[src/rtl/ldfs_pkg.sv]
// constants and types for the load diagnostic and fault supervisor
package ldfs_pkg;
  // clock rate and timing
  localparam int unsigned CLK_MHZ = 100;
  localparam int unsigned DIAG_MS = 229;
  localparam int unsigned DIAG_CYC = DIAG_MS * CLK_MHZ * 1000;
  localparam int unsigned DC_RESP_MS = 700;
  localparam int unsigned DC_CYC = DC_RESP_MS * CLK_MHZ * 1000;
  // check phase passes per diagnostic run
  localparam logic [2:0] DIAG_TRIES = 3'h5;
  // limiter setting register address and reset value
  localparam logic [7:0] LIMIT_REG_ADDR = 8'h03;
  localparam logic [1:0] LIMIT_RST = 2'h0;
  // symmetric output limit magnitudes per setting
  localparam logic signed [7:0] LIM_0 = 8'sh20;
  localparam logic signed [7:0] LIM_1 = 8'sh40;
  localparam logic signed [7:0] LIM_2 = 8'sh60;
  localparam logic signed [7:0] LIM_3 = 8'sh7f;
  // pwm half-period point, 50 percent duty
  localparam logic [7:0] PWM_MID = 8'h80;
  // status bit positions
  localparam int unsigned ST_GND = 0;
  localparam int unsigned ST_SUP = 1;
  localparam int unsigned ST_OPEN = 2;
  localparam int unsigned ST_ACROSS = 3;
  localparam int unsigned ST_OC = 4;
  localparam int unsigned ST_DC = 5;
  localparam int unsigned ST_OT = 6;
  localparam int unsigned ST_OV = 7;
  localparam logic [7:0] STATUS_RST = 8'h00;
  // supervisor states
  typedef enum logic [1:0] {LDFS_HOLD, LDFS_DIAG, LDFS_RUN, LDFS_PROT} ldfs_state_e;
endpackage

[src/rtl/ldfs_timer.sv]
// restartable cycle counter with a one-cycle done pulse
`timescale 1ns/1ps
module ldfs_timer (
  // clock and reset
  input wire logic clk_i,
  input wire logic rstn_i,
  // control
  input wire logic restart_i,
  input wire logic en_i,
  input wire logic [31:0] limit_i,
  // result
  output logic done_o
);
  logic [31:0] cnt_q, cnt_d;

  // count up while enabled, wrap at the limit
  always_comb begin
    done_o = 1'b0;
    cnt_d = cnt_q;
    if (restart_i) begin
      cnt_d = '0;
    end else if (en_i) begin
      if (cnt_q >= limit_i - 32'h1) begin
        done_o = 1'b1;
        cnt_d = '0;
      end else begin
        cnt_d = cnt_q + 32'h1;
      end
    end
  end

  // register
  always_ff @(posedge clk_i) begin
    if (!rstn_i) begin
      cnt_q <= '0;
    end else begin
      cnt_q <= cnt_d;
    end
  end
endmodule

[src/rtl/ldfs_pwm.sv]
// bridge duty modulator with symmetric output limit
`timescale 1ns/1ps
module ldfs_pwm (
  // clock and reset
  input wire logic clk_i,
  input wire logic rstn_i,
  // audio and limit
  input wire logic signed [7:0] level_i,
  input wire logic [1:0] limit_sel_i,
  // bridge switching
  output logic pos_o,
  output logic neg_o
);
  logic [7:0] cnt_q, cnt_d;
  logic pos_q, pos_d, neg_q, neg_d;
  logic signed [7:0] lim, lvl_c, half;
  logic [7:0] duty_p, duty_n;

  // clamp, then split into complementary duties
  always_comb begin
    case (limit_sel_i)
      2'h0: lim = ldfs_pkg::LIM_0;
      2'h1: lim = ldfs_pkg::LIM_1;
      2'h2: lim = ldfs_pkg::LIM_2;
      default: lim = ldfs_pkg::LIM_3;
    endcase
    lvl_c = level_i;
    if (level_i > lim) lvl_c = lim;
    if (level_i < -lim) lvl_c = -lim;
    half = lvl_c >>> 1;
    duty_p = 8'(ldfs_pkg::PWM_MID + $unsigned(half));
    duty_n = 8'(ldfs_pkg::PWM_MID - $unsigned(half));
    cnt_d = cnt_q + 8'h01;
    pos_d = cnt_q < duty_p;
    neg_d = cnt_q < duty_n;
  end

  // register
  always_ff @(posedge clk_i) begin
    if (!rstn_i) begin
      cnt_q <= '0;
      pos_q <= 1'b0;
      neg_q <= 1'b0;
    end else begin
      cnt_q <= cnt_d;
      pos_q <= pos_d;
      neg_q <= neg_d;
    end
  end

  assign pos_o = pos_q;
  assign neg_o = neg_q;

  // zero input switches both legs together
  a_zero_in_phase: assert property (@(posedge clk_i) disable iff (!rstn_i)
    level_i == 8'sh00 && $stable(level_i) |=> pos_q == neg_q)
    else $error("bridge legs not in phase at zero input");
endmodule

[src/rtl/ldfs_supervisor.sv]
// load diagnostic sequencer and protection supervisor for a bridge amplifier
`timescale 1ns/1ps

module ldfs_supervisor #(
  parameter int unsigned DIAG_CYCLES = ldfs_pkg::DIAG_CYC,
  parameter int unsigned DC_CYCLES = ldfs_pkg::DC_CYC
) (
  // clock and reset
  input wire logic clk_i,
  input wire logic rstn_i,
  // supply and mode indications
  input wire logic por_i,
  input wire logic standby_hold_i,
  input wire logic supply_low_protect_i,
  input wire logic supply_high_protect_i,
  input wire logic overcurrent_shutdown_i,
  input wire logic overtemperature_shutdown_i,
  input wire logic dc_offset_i,
  // load sense comparators
  input wire logic diag_short_gnd_i,
  input wire logic diag_short_supply_i,
  input wire logic diag_short_across_i,
  input wire logic diag_open_i,
  input wire logic diag_large_cap_i,
  // audio and limiter setting
  input wire logic signed [7:0] audio_level_i,
  input wire logic limit_wr_i,
  input wire logic [1:0] limit_sel_i,
  // bridge drive
  output logic bridge_hiz_o,
  output logic bridge_out_positive_o,
  output logic bridge_out_negative_o,
  // open-drain fault pin
  output logic fault_o,
  output logic fault_oe_o,
  // status and serial interface
  output logic [7:0] status_o,
  output logic [1:0] limit_o,
  output logic serial_release_o,
  output logic diag_busy_o
);
  ldfs_pkg::ldfs_state_e state_q, state_d;
  logic [2:0] tries_q, tries_d;
  logic [7:0] status_q, status_d;
  logic [1:0] limit_q, limit_d;
  logic hard_q, hard_d;
  logic ov_prev_q, ov_par_q, ov_par_d, skip_q, skip_d;
  logic hiz_q, hiz_d, pos_q, neg_q, fault_q, fault_d;
  logic rel_q, busy_q;
  logic diag_done, dc_done, pwm_p, pwm_n;
  logic prot_any, abort, hard_res, ov_rise, rst_all;

  // shared qualifiers
  assign rst_all = !rstn_i || por_i;
  assign prot_any = overcurrent_shutdown_i || overtemperature_shutdown_i
    || supply_low_protect_i || supply_high_protect_i;
  assign abort = overtemperature_shutdown_i || supply_high_protect_i
    || supply_low_protect_i;
  assign hard_res = diag_short_gnd_i || diag_short_supply_i || diag_short_across_i;
  assign ov_rise = supply_high_protect_i && !ov_prev_q;

  // diagnostic pass timer
  ldfs_timer u_diag_tmr (
    .clk_i(clk_i),
    .rstn_i(!rst_all),
    .restart_i(state_q != ldfs_pkg::LDFS_DIAG),
    .en_i(1'b1),
    .limit_i(32'(DIAG_CYCLES)),
    .done_o(diag_done)
  );

  // dc offset persistence timer, only while audio runs
  ldfs_timer u_dc_tmr (
    .clk_i(clk_i),
    .rstn_i(!rst_all),
    .restart_i(!dc_offset_i || state_q != ldfs_pkg::LDFS_RUN),
    .en_i(1'b1),
    .limit_i(32'(DC_CYCLES)),
    .done_o(dc_done)
  );

  // modulator
  ldfs_pwm u_pwm (
    .clk_i(clk_i),
    .rstn_i(!rst_all),
    .level_i(audio_level_i),
    .limit_sel_i(limit_q),
    .pos_o(pwm_p),
    .neg_o(pwm_n)
  );

  // sequencer next state
  always_comb begin
    state_d = state_q;
    tries_d = tries_q;
    hard_d = hard_q;
    skip_d = skip_q;
    ov_par_d = ov_par_q;
    if (ov_rise) begin
      ov_par_d = !ov_par_q;
    end
    case (state_q)
      ldfs_pkg::LDFS_HOLD: begin
        if (!standby_hold_i) begin
          state_d = ldfs_pkg::LDFS_DIAG;
          tries_d = '0;
        end
      end
      ldfs_pkg::LDFS_DIAG: begin
        if (abort) begin
          state_d = ldfs_pkg::LDFS_PROT;
          skip_d = 1'b0;
        end else if (diag_done) begin
          if ((hard_res || diag_large_cap_i) && tries_q < ldfs_pkg::DIAG_TRIES - 3'h1) begin
            tries_d = tries_q + 3'h1;
          end else if (hard_res) begin
            tries_d = '0;
            hard_d = 1'b1;
          end else begin
            state_d = ldfs_pkg::LDFS_RUN;
            hard_d = 1'b0;
          end
        end
      end
      ldfs_pkg::LDFS_RUN: begin
        if (prot_any || dc_done) begin
          state_d = ldfs_pkg::LDFS_PROT;
          // first overvoltage of a pair skips the diagnostic
          skip_d = ov_rise && !ov_par_q && !overcurrent_shutdown_i
            && !overtemperature_shutdown_i && !supply_low_protect_i;
        end
      end
      ldfs_pkg::LDFS_PROT: begin
        if (ov_rise) begin
          skip_d = 1'b0;
        end
        if (!prot_any) begin
          tries_d = '0;
          // automatic recovery once all shutdown and protect inputs are low; a dc offset trip does not wait for dc_offset_i
          state_d = skip_q ? ldfs_pkg::LDFS_RUN : ldfs_pkg::LDFS_DIAG;
        end
      end
      default: begin
        state_d = ldfs_pkg::LDFS_HOLD;
      end
    endcase
    if (standby_hold_i) begin
      state_d = ldfs_pkg::LDFS_HOLD;
    end
  end

  // sequencer registers
  always_ff @(posedge clk_i) begin
    if (rst_all) begin
      state_q <= ldfs_pkg::LDFS_HOLD;
      tries_q <= '0;
      hard_q <= 1'b0;
      skip_q <= 1'b0;
      ov_par_q <= 1'b0;
      ov_prev_q <= 1'b0;
    end else begin
      state_q <= state_d;
      tries_q <= tries_d;
      hard_q <= hard_d;
      skip_q <= skip_d;
      ov_par_q <= ov_par_d;
      ov_prev_q <= supply_high_protect_i;
    end
  end

  // status and control next values; status sets win over clears, undervoltage reset wins over a limiter write
  always_comb begin
    status_d = status_q;
    limit_d = limit_q;
    if (limit_wr_i) begin
      limit_d = limit_sel_i;
    end
    if (supply_low_protect_i) begin
      status_d = ldfs_pkg::STATUS_RST;
      limit_d = ldfs_pkg::LIMIT_RST;
    end
    if (state_q == ldfs_pkg::LDFS_PROT && state_d != ldfs_pkg::LDFS_PROT) begin
      status_d[ldfs_pkg::ST_OC] = 1'b0;
      status_d[ldfs_pkg::ST_DC] = 1'b0;
      status_d[ldfs_pkg::ST_OT] = 1'b0;
      status_d[ldfs_pkg::ST_OV] = 1'b0;
    end
    if (state_q == ldfs_pkg::LDFS_DIAG && diag_done && !abort) begin
      status_d[ldfs_pkg::ST_GND] = diag_short_gnd_i;
      status_d[ldfs_pkg::ST_SUP] = diag_short_supply_i;
      status_d[ldfs_pkg::ST_ACROSS] = diag_short_across_i;
      status_d[ldfs_pkg::ST_OPEN] = diag_open_i;
    end
    if (overcurrent_shutdown_i) status_d[ldfs_pkg::ST_OC] = 1'b1;
    if (dc_done) status_d[ldfs_pkg::ST_DC] = 1'b1;
    if (overtemperature_shutdown_i) status_d[ldfs_pkg::ST_OT] = 1'b1;
    if (supply_high_protect_i) status_d[ldfs_pkg::ST_OV] = 1'b1;
  end

  // status and control registers
  always_ff @(posedge clk_i) begin
    if (rst_all) begin
      status_q <= ldfs_pkg::STATUS_RST;
      limit_q <= ldfs_pkg::LIMIT_RST;
    end else begin
      status_q <= status_d;
      limit_q <= limit_d;
    end
  end

  // pin drive next values
  always_comb begin
    hiz_d = state_d != ldfs_pkg::LDFS_RUN;
    // open load alone never pulls the pin; a pulled pin stays low through recovery passes
    fault_d = prot_any || hard_d || state_d == ldfs_pkg::LDFS_PROT
      || (fault_q && state_d == ldfs_pkg::LDFS_DIAG);
  end

  // pin drive registers
  always_ff @(posedge clk_i) begin
    if (rst_all) begin
      hiz_q <= 1'b1;
      pos_q <= 1'b0;
      neg_q <= 1'b0;
      fault_q <= 1'b0;
      busy_q <= 1'b0;
    end else begin
      hiz_q <= hiz_d;
      pos_q <= !hiz_d && pwm_p;
      neg_q <= !hiz_d && pwm_n;
      fault_q <= fault_d;
      busy_q <= state_d == ldfs_pkg::LDFS_DIAG;
    end
  end

  // serial release follows power-on reset only
  always_ff @(posedge clk_i) begin
    if (!rstn_i) begin
      rel_q <= 1'b0;
    end else begin
      rel_q <= por_i;
    end
  end

  assign bridge_hiz_o = hiz_q;
  assign bridge_out_positive_o = pos_q;
  assign bridge_out_negative_o = neg_q;
  assign fault_o = 1'b0;
  assign fault_oe_o = fault_q;
  assign status_o = status_q;
  assign limit_o = limit_q;
  assign serial_release_o = rel_q;
  assign diag_busy_o = busy_q;

  // bridge stays floating during diagnostics
  a_hiz_in_diag: assert property (@(posedge clk_i) disable iff (!rstn_i)
    state_q == ldfs_pkg::LDFS_DIAG && !por_i |-> bridge_hiz_o && !bridge_out_positive_o)
    else $error("bridge driven during diagnostics");

  // check phase count bounded
  a_tries_bound: assert property (@(posedge clk_i) disable iff (!rstn_i)
    tries_q < ldfs_pkg::DIAG_TRIES)
    else $error("diagnostic retries exceed limit");

  // clean or open-only result starts audio next cycle
  a_clean_runs: assert property (@(posedge clk_i) disable iff (!rstn_i)
    state_q == ldfs_pkg::LDFS_DIAG && diag_done && !hard_res && !diag_large_cap_i && !abort
      && !standby_hold_i && !por_i && !prot_any
    |=> state_q == ldfs_pkg::LDFS_RUN && !bridge_hiz_o && !fault_oe_o)
    else $error("clean diagnostic did not start audio");

  // hard load fault reruns with the pin pulled
  a_hard_reruns: assert property (@(posedge clk_i) disable iff (!rstn_i)
    state_q == ldfs_pkg::LDFS_DIAG && diag_done && hard_res && !abort && !standby_hold_i && !por_i
      && tries_q == ldfs_pkg::DIAG_TRIES - 3'h1
    |=> state_q == ldfs_pkg::LDFS_DIAG && tries_q == 3'h0 && fault_oe_o && bridge_hiz_o)
    else $error("hard load fault not held");

  // abort diagnostics on thermal or supply fault
  a_diag_abort: assert property (@(posedge clk_i) disable iff (!rstn_i)
    state_q == ldfs_pkg::LDFS_DIAG && abort && !standby_hold_i && !por_i
    |=> state_q == ldfs_pkg::LDFS_PROT ##1 bridge_hiz_o)
    else $error("diagnostics not abandoned");

  // overcurrent floats the bridge and reports
  a_oc_shutdown: assert property (@(posedge clk_i) disable iff (!rstn_i)
    state_q == ldfs_pkg::LDFS_RUN && overcurrent_shutdown_i && !por_i
    |=> bridge_hiz_o && fault_oe_o && status_o[ldfs_pkg::ST_OC])
    else $error("overcurrent not handled");

  // undervoltage returns control to default
  a_uv_defaults: assert property (@(posedge clk_i) disable iff (!rstn_i)
    supply_low_protect_i && !por_i |=> limit_o == ldfs_pkg::LIMIT_RST && fault_oe_o)
    else $error("undervoltage did not reset control");

  // overvoltage reported in any mode
  a_ov_report: assert property (@(posedge clk_i) disable iff (!rstn_i)
    supply_high_protect_i && !por_i |=> status_o[ldfs_pkg::ST_OV] && fault_oe_o)
    else $error("overvoltage not reported");

  // power-on reset releases the serial interface
  a_por_release: assert property (@(posedge clk_i) disable iff (!rstn_i)
    por_i |=> serial_release_o && state_q == ldfs_pkg::LDFS_HOLD && status_o == ldfs_pkg::STATUS_RST)
    else $error("power-on reset not honoured");
endmodule

[config.mk]
export PLATFORM = sky130hd
export DESIGN_NAME = ldfs_supervisor
export DESIGN_NICKNAME = d
export VERILOG_FILES = /design/src/rtl/ldfs_pkg.sv /design/src/rtl/ldfs_timer.sv /design/src/rtl/ldfs_pwm.sv /design/src/rtl/ldfs_supervisor.sv
export SDC_FILE = /design/constraint.sdc
export NUM_CORES = 1
export LEC_CHECK = 0
export BUFFER_PORTS_ARGS = -buffer_cell sky130_fd_sc_hd__clkbuf_2
export CELL_PAD_IN_SITES_DETAIL_PLACEMENT = 1
export CELL_PAD_IN_SITES_GLOBAL_PLACEMENT = 1
export CORE_MARGIN = 1
export CORE_UTILIZATION = 49
export DETAILED_ROUTE_END_ITERATION = 10
export GPL_TIMING_DRIVEN = 0
export HOLD_SLACK_MARGIN = 0.12
export PLACE_DENSITY_LB_ADDON = 0.25
export SYNTH_ARGS = -nofsm -noshare
export SYNTH_HDL_FRONTEND = slang
export SYNTH_SLANG_ARGS = --single-unit
[constraint.sdc]
create_clock -name clk_i -period 9.52 [get_ports clk_i]
set_clock_uncertainty 0.2 [all_clocks]
set_input_delay 0.476 -clock clk_i [delete_from_list [all_inputs] [get_ports clk_i]]
set_output_delay 0.476 -clock clk_i [all_outputs]
set_load 0.05 [all_outputs]
==> key figures, run 1 <==
Flow run
  • Max_cap viols: 0

Power
  • Pleak: ~2.2 nW
  • Sequential Power Share: 55.3%
  • Combinational Power Share: 9.5%
  • Sw Share: around a quarter
  • Net switching power: 0.195 mW
  • PD cells: 135 nW/um^2
  • Total power: 0.764 mW
  • Cell Int Power: ~0.57 mW
  • Clk pwr share: approximately a third
  • VDD IR max: between 0.1 and 0.15 mV

Setup path
  • Crit-path max cell delay: approximately 0.55 ns
  • CP Capture Type: register
  • CP Cell Sequence: nand2_1 -> ha_1 -> o21ai_0 -> o21ai_1 -> a221oi_2 -> or3_1 -> buf_2 -> a21o_1 -> ha_1 -> xnor2_1 -> ha_1 -> a21o_1 -> a211o_1 -> a41o_1 -> a2111oi_2
  • Crit path arrival time: roughly 4.5 ns
  • Class of the most critical setup path: reg2reg
  • Crit start category: register
  • Crit path buf inv count: 1
  • Critical Path RT: 9.58 ns
  • Crit path max fanout: 10
  • Crit-path most repeated cell: ha_1
  • Critical path's top delay family: compound AO/OA/AOI/OAI gates
  • CP max stage cell: dfxtp_1

Routing
  • Routed Antenna Nets: 0
  • Met3 Wirelength: 392 microns
  • Max layer used: met4
  • WL/cell: between 15 and 20 microns
  • Vias per std cell: 5.61
  • DRT Pass-1 Iters: 4
  • Wire length on met2: 6.03 mm
  • Final WL: 12.1 mm
  • Metal1 wirelength: about 5.6 mm
  • Initial drt markers: ~110
  • Detailed-route via count: between 4k and 5k
  • DRC: 0

Min path
  • Worst Hold Class: in2reg

CTS
  • Clk sink count: just under 100
  • Max Root-Sink Buffers: 2
  • CTS tree: built
  • Max H-tree Level: 3
  • CTS root buf: clkbuf_8
  • Worst-Skew Late Latency: 0.39 ns
  • Reg clk slew, reported paths: about 0.090 ns
  • CTS Buf Count: 9
  • Cts repair resizes: 0

Finish
  • Layout Area Growth over Synthesis: 12.6%
  • Register area: 1980 sq um
  • Layout Cell Area excl Fill: 5660 sq um
  • Multi-input logic area: roughly 3000 sq um
  • Final #Nets: just under 700
  • Fraction of layout cells with a size suffix above 1: between 10% and 20%
  • Fillers: ~1.2k
  • N_diodes: 0

STA
  • RSZ-0062 raised after global routing: no
  • Post-route clock period utilization: between 40% and 50%
  • Fmax: ~230 MHz
  • Final critical-path required period: between 4 and 5 ns
  • Slew @ Worst Pin: roughly 1.2 ns
  • Fin. Hold Viols: 0
  • Hold WS: approximately 0.16 ns
  • Total negative slack: 0 ns
  • Rel. slew slack: between 10% and 20%
  • Final setup viols: 0
  • Final setup margin: roughly 5 ns
  • Fin. max-slew vios: 0

Placement
  • DP Worst Slack: just over 5 ns
  • Port Buf Inserts: 39
  • HPWL Detailed: 9.30 mm
  • Dpl cell area: 5440 sq um
  • Final GP Congestion: roughly 0.87

Floorplanning
  • Die Ht: between 100 and 150 microns
  • I/O pin cnt: 42
  • Starting Density: around 51%
  • Core Footprint: 9860 sq um
  • Row count: 36
  • Die ar.: around 11,000 sq um
  • DIE WIDTH: 103 microns

Global routing
  • Total grt overflow: 0
  • Initial antenna violation count: 0
  • First-pass GRT wire length: between 15 and 20 mm
  • Pin count of the biggest net entering global routing: 17
  • GRT Total Usage: between 20% and 30%
  • Number of global-route vias before repair: 4,285

Synth
  • Cell variety after synth: between 60 and 70
  • Mapped Cells: between 500 and 600
  • Synth Cell Area: 5030 sq um
  • Seq cells post-synth: 99
  • Post-synth EDFFs: 0
  • Async set-reset flop share out of synthesis: 0%
  • Main synth FF type: dfxtp_1
  • Sequential cell area fraction in the yosys report: approximately 39%
  • Mean area per synthesized cell: around 8.9 sq um
  • YS warnings: 0

Outcome
  • Status: completed
-- cells by family (layout without fill, tap and decap cells) --
group,count (synthesis),in the layout,synth area share (%)
and+or+nand+nor,258,258,26.5
muxes,6,6,1.29
DFF,99,99,39.4
other,1,13,0.0745
AOI/OAI and AO/OA,87,87,12.8
adders and majority gates,34,34,8.46
buffers and inverters,30,87,2.46
xor gates and xnor gates,52,52,9.05
-- metrics by stage --
step | std cells | utilization [%]
global placement | 751 | 55.1
CTS | 769 | 57.4
finish | 769 | 57.4
global route | 769 | 57.4
detailed placement | 751 | 55.1
floorplan | 579 | -
-- worst reg2reg max path, stage by stage, from the launching register on --
cell and delay, ns:
dfxtp_1 0.55, nand2_1 0.27, ha_1 0.37, o21ai_0 0.09
o21ai_1 0.23, a221oi_2 0.13, or3_1 0.37, buf_2 0.16
a21o_1 0.19, ha_1 0.24, xnor2_1 0.18, ha_1 0.26
a21o_1 0.18, a211o_1 0.28, a41o_1 0.21, a2111oi_2 0.40
-- layout make-up --
| class | instances | share of cell area, % |
|---|---|---|
| Buffer | 15 | 1.19 |
| Clock buffer | 9 | 2.19 |
| Clock inverter | 5 | 1.08 |
| Inverter | 15 | 0.994 |
| Multi-Input combinational cell | 450 | 52.5 |
| Sequential cell | 99 | 35.0 |
| Tap cell | 133 | 2.94 |
| Timing Repair Buffer | 43 | 4.15 |
-- cell usage after synthesis (6+ instances only) --
cell type / instances / area, sq um
dfxtp_1: 99 / 1980
nor3b_1: 8 / 60.1
a21oi_1: 18 / 90.1
a21o_1: 8 / 60.1
nand3b_1: 8 / 60.1
nand4_1: 13 / 81.3
nor2b_1: 6 / 37.5
and2_1: 10 / 62.6
nand3_1: 24 / 120
clkbuf_1: 10 / 37.5
nor2_1: 85 / 319
nand2_1: 39 / 146
a31oi_1: 6 / 37.5
xor2_1: 34 / 298
ha_1: 34 / 425
or3_1: 11 / 68.8
nor3_1: 9 / 45.0
inv_1: 14 / 52.6
o21ai_0: 16 / 80.1
and4_1: 6 / 52.6
nand2b_1: 6 / 37.5
and3_1: 15 / 93.8
xnor2_1: 18 / 158
-- state kept, by name, indices dropped and copies added, names as in the netlist --
signal	count
status_o	8
bridge_hiz_o	1
bridge_out_positive_o	1
serial_release_o	1
u_pwm.cnt_q	8
diag_busy_o	1
u_dc_tmr.cnt_q	32
limit_o	2
u_pwm.neg_o	1
ov_prev_q	1
skip_q	1
u_pwm.pos_o	1
fault_oe_o	1
ov_par_q	1
state_q	2
u_diag_tmr.cnt_q	32
bridge_out_negative_o	1
tries_q	3
hard_q	1
-- layout by cell type (no fill, tap or decap), types with 4 or more instances in the layout --
cell | netlist | final
nand3_1 | 24 | 24
inv_1 | 14 | 14
nor3_1 | 9 | 9
a21o_1 | 8 | 8
nand4_1 | 13 | 13
nor3b_1 | 8 | 8
xor2_1 | 34 | 34
conb_1 | 1 | 13
nor2_1 | 85 | 85
o21ai_0 | 16 | 16
nand2b_1 | 6 | 6
nor2b_1 | 6 | 6
and3_1 | 15 | 15
mux2i_1 | 5 | 5
clkbuf_2 | 0 | 39
a21oi_1 | 18 | 18
dfxtp_1 | 99 | 99
clkbuf_1 | 10 | 10
or4_1 | 4 | 4
or3_1 | 11 | 11
ha_1 | 34 | 34
clkbuf_8 | 0 | 9
nand3b_1 | 8 | 8
and4_1 | 6 | 6
xnor2_1 | 18 | 18
nand2_1 | 39 | 39
a31oi_1 | 6 | 6
nor4_1 | 4 | 4
and2_1 | 10 | 10
dlygate4sd3_1 | 0 | 4
-- metal layers --
| metal | up-vias | track usage, % |
|---|---|---|
| met5 | - | 0 |
| met4 | 0 | 8.45 |
| met3 | 6 | 5.91 |
| met2 | 55 | 42.5 |
| met1 | 2119 | 29.2 |
| li1 | 2134 | - |
-- power by group through the flow --
stage	logic [mW]	registers (mW)	clock network, mW
final	0.0725	0.423	0.269
after detailed placement	0.0708	0.432	0
after floorplan	0.0446	0.436	0
after global routing	0.0801	0.423	0.292
after CTS	0.0726	0.423	0.279
after global placement	0.0673	0.432	0
-- path summary, 6_finish.rpt --
kind | start | to | slack, ns | cells past startpoint
hold reg to reg | u_pwm.pos_o | bridge_out_positive_o | 0.21 | 2
hold / removal | diag_short_across_i | status_o[3] | 0.16 | 3
setup reg to reg | limit_o[0] | u_pwm.neg_o | 5.08 | 15
setup / recovery | limit_o[0] | u_pwm.neg_o | 5.08 | 15
-- what timing repair did --
item                                   4_1_cts  5_1_grt
endpoints found under the hold margin        3        0
buffers inserted                             0        0
hold buffers                                 4        0
Note: power is estimated with default switching activity, not from simulation.
==> run 2: changes to the inputs <==
ABC_AREA = 1   (was unset)
CORE_UTILIZATION = 44   (was 49)
clock period = 4.45 ns   (was 9.52 ns; I/O delays follow)
==> key figures, run 2 <==
CTS
  • Max H-tree Level: 3 (unchanged)
  • # hold bufs at CTS: 17 (+13)
  • Max Root-Sink Buffers: 2 (unchanged)
  • Reg clk slew, reported paths: 0.07 ns (-0.02 ns)
  • Cts repair resizes: 0 (unchanged)
  • CTS root buf: clkbuf_16
  • CTS Buf Count: 9 (unchanged)
  • CTS tree: built
  • Clk sink count: 99 (unchanged)
  • Worst-Skew Late Latency: 0.36 ns (-0.03 ns)
  • Setup bufs post-CTS: 0 (unchanged)

Finish
  • Largest regs: u_dc_tmr.cnt_q (32), u_diag_tmr.cnt_q (32)
  • Fraction of layout cells with a size suffix above 1: 12.7% (+1.5 points)
  • N_diodes: 0 (unchanged)
  • Post-Layout Cell Count: 978 (+27%)
  • Final core occ: 53.3% (-4.1 points)
  • Layout Area Growth over Synthesis: 16.1%
  • Final #Nets: 889 (+28%)
  • Most frequent cells in the layout: nand2_1, inv_1, nor2_1, dfxtp_1, a21oi_1
  • Layout Cell Area excl Fill: 6190 sq um (+9.4%)
  • Most common cell after layout, fill and taps aside: nand2_1

Flow run
  • Max_cap viols: 0 (unchanged)

STA
  • Total negative slack: 0 ns (unchanged)
  • Fin. Hold Viols: 0 (unchanged)
  • Rel. slew slack: 47.5% (+28 points)
  • Post-route clock period utilization: 88.6% (+42 points)
  • RSZ-0062 raised after global routing: no
  • Fmax: 254 MHz (+13%)
  • Slew @ Worst Pin: 0.785 ns (-0.405 ns)
  • Final setup viols: 0 (unchanged)
  • Final setup margin: 0.508 ns (-4.57 ns)
  • Hold WS: 0.173 ns (+0.0102 ns)
  • Fin. max-slew vios: 0 (unchanged)
  • Final critical-path required period: 3.94 ns (-0.498 ns)

Routing
  • Vias per std cell: 5.11 (-8.9%)
  • Initial drt markers: 200 (+87%)
  • Routed Antenna Nets: 0 (unchanged)
  • Final WL: 13.5 mm (+12%)
  • WL/cell: 13.8 microns (-12%)
  • DRC: 1 (+1)
  • Detailed-route via count: 4,999 (+16%)
  • DRT Pass-1 Iters: 9 (+5)

Global routing
  • GRT Total Usage: 23.1% (-1.2 points)
  • First-pass GRT wire length: 23.5 mm (+18%)
  • Total grt overflow: 0 (unchanged)
  • Initial antenna violation count: 0 (unchanged)
  • Gr busiest metal: met2
  • M1 GR Usage: 25.7% (-3.4 points)
  • Number of global-route vias before repair: 5,296 (+24%)
  • Global routing usage on met3: 5.45% (-0.46 points)
  • Pin count of the biggest net entering global routing: 17 (unchanged)
  • Routing usage on met2: 43.8% (+1.3 points)

Floorplanning
  • Row count: 39 (+8.3%)
  • Core Footprint: 11,600 sq um (+18%)
  • I/O pin cnt: 42 (unchanged)
  • Die Ht: 112 microns (+8.5%)
  • Die ar.: 12,600 sq um (+18%)
  • DIE WIDTH: 112 microns (+8.5%)
  • Starting Density: 45.9% (-5.1 points)

Synth
  • Mapped Cells: 751 (+32%)
  • Commonest cells post-synth: nand2_1, inv_1, nor2_1, dfxtp_1, a21oi_1
  • Yosys top cell by area: dfxtp_1
  • Synth Cell Area: 5330 sq um (+6.0%)
  • Cell variety after synth: 45 (-26%)
  • Seq cells post-synth: 99 (unchanged)
  • Mean area per synthesized cell: 7.10 sq um (-20%)
  • Async set-reset flop share out of synthesis: 0% (unchanged)
  • Top-count cell post-synth: nand2_1
  • Synth area leaders: dfxtp_1, nand2_1, ha_1, inv_1, nor2_1
  • Post-synth EDFFs: 0 (unchanged)
  • Main synth FF type: dfxtp_1
  • YS warnings: 0 (unchanged)
  • Yosys top cell area share: 37.2% (-2.2 points)
  • Sequential cell area fraction in the yosys report: 37.2% (-2.2 points)

Power
  • Total power: 1.82 mW (+140%)
  • VDD IR max: 0.189 mV (+60%)
  • PD cells: 294 nW/um^2 (+120%)
  • Pleak: 2.65 nW (+19%)

Setup path
  • CP Capture Type: register
  • Class of the most critical setup path: reg2reg
  • Critical Path RT: 4.49 ns (-5.09 ns)
  • Crit path max fanout: 7 (-3)
  • Cells on worst reg2reg path: 24 (+9)
  • Crit start category: register
  • Crit path arrival time: 3.98 ns (-0.52 ns)

Placement
  • Placed instance count: 945 (+26%)
  • Final GP Congestion: 0.837 (-3.8%)
  • Port Buf Inserts: 39 (unchanged)
  • Dpl cell area: 5750 sq um (+5.8%)
  • HPWL Detailed: 10.1 mm (+8.7%)
  • DP Worst Slack: 0.465 ns (-4.63 ns)

Min path
  • Hold depth: 5 (+2)
  • Worst Hold Class: in2reg

Outcome
  • Failing checks: DRC
  • Status: complete, but fails checks
run 2: kinds of logic (layout without fill, tap and decap cells):
kind of cell,count (synthesis),after routing,synth area share (%)
and+or+nand+nor,379,379,33.4
buffers and inverters,124,196,8.87
AOI/OAI and AO/OA,103,103,10.7
DFF,99,99,37.2
adders and majority gates,34,34,7.98
xor gates and xnor gates,11,11,1.81
other,1,13,0.0703
run 2: final cells by class:
| cell class | instances | area, sq um |
|---|---|---|
| fillers | 1552 | 5420 |
| multi-input cells | 540 | 2920 |
| flip-flops and latches | 99 | 1980 |
| inverters | 118 | 443 |
| repair buffers | 56 | 365 |
| clock buffers | 11 | 233 |
| well taps | 143 | 179 |
| clock inverters | 5 | 37.5 |
| plain buffers | 6 | 30.0 |
run 2: report_power, final:
part | total (mW) | switching [mW] | internal (mW) | leakage [nW]
logic | 0.185 | 0.116 | 0.0691 | 1.72
registers | 0.906 | 0.00678 | 0.899 | 0.805
clock network | 0.730 | 0.348 | 0.382 | 0.126
run 2: final timing paths:
kind | to | start | slack, ns
max | u_pwm.neg_o | limit_o[0] | 0.51
min | u_pwm.cnt_q[2] | rstn_i | 0.17
max reg2reg | u_pwm.neg_o | limit_o[0] | 0.51
min reg2reg | bridge_out_negative_o | u_pwm.neg_o | 0.22
run 2: critical path, cell delays in order (launching register included):
cell and delay, ns:
dfxtp_1 0.49, inv_1 0.11, nor2_1 0.22, ha_1 0.20, inv_1 0.04, nor2_1 0.15
ha_1 0.30, a21oi_1 0.16, o21a_1 0.14, nand3_1 0.08, o21ai_2 0.10, inv_2 0.09
nand2_1 0.09, inv_2 0.06, nand2_1 0.11, ha_1 0.21, nand2_1 0.07, nor2_1 0.22
nand3_1 0.10, nand2_1 0.07, nand2_1 0.06, ha_1 0.27, nand2_1 0.06, o211ai_1 0.18
a21oi_1 0.05
run 2: per-layer routing:
layer	wire length (microns)	share of wire [%]	up-vias
met2	7070	52	55
met3	389	2.9	19
met1	5900	44	2380
met5	0	0	-
li1	-	-	2545
met4	159	1.2	0
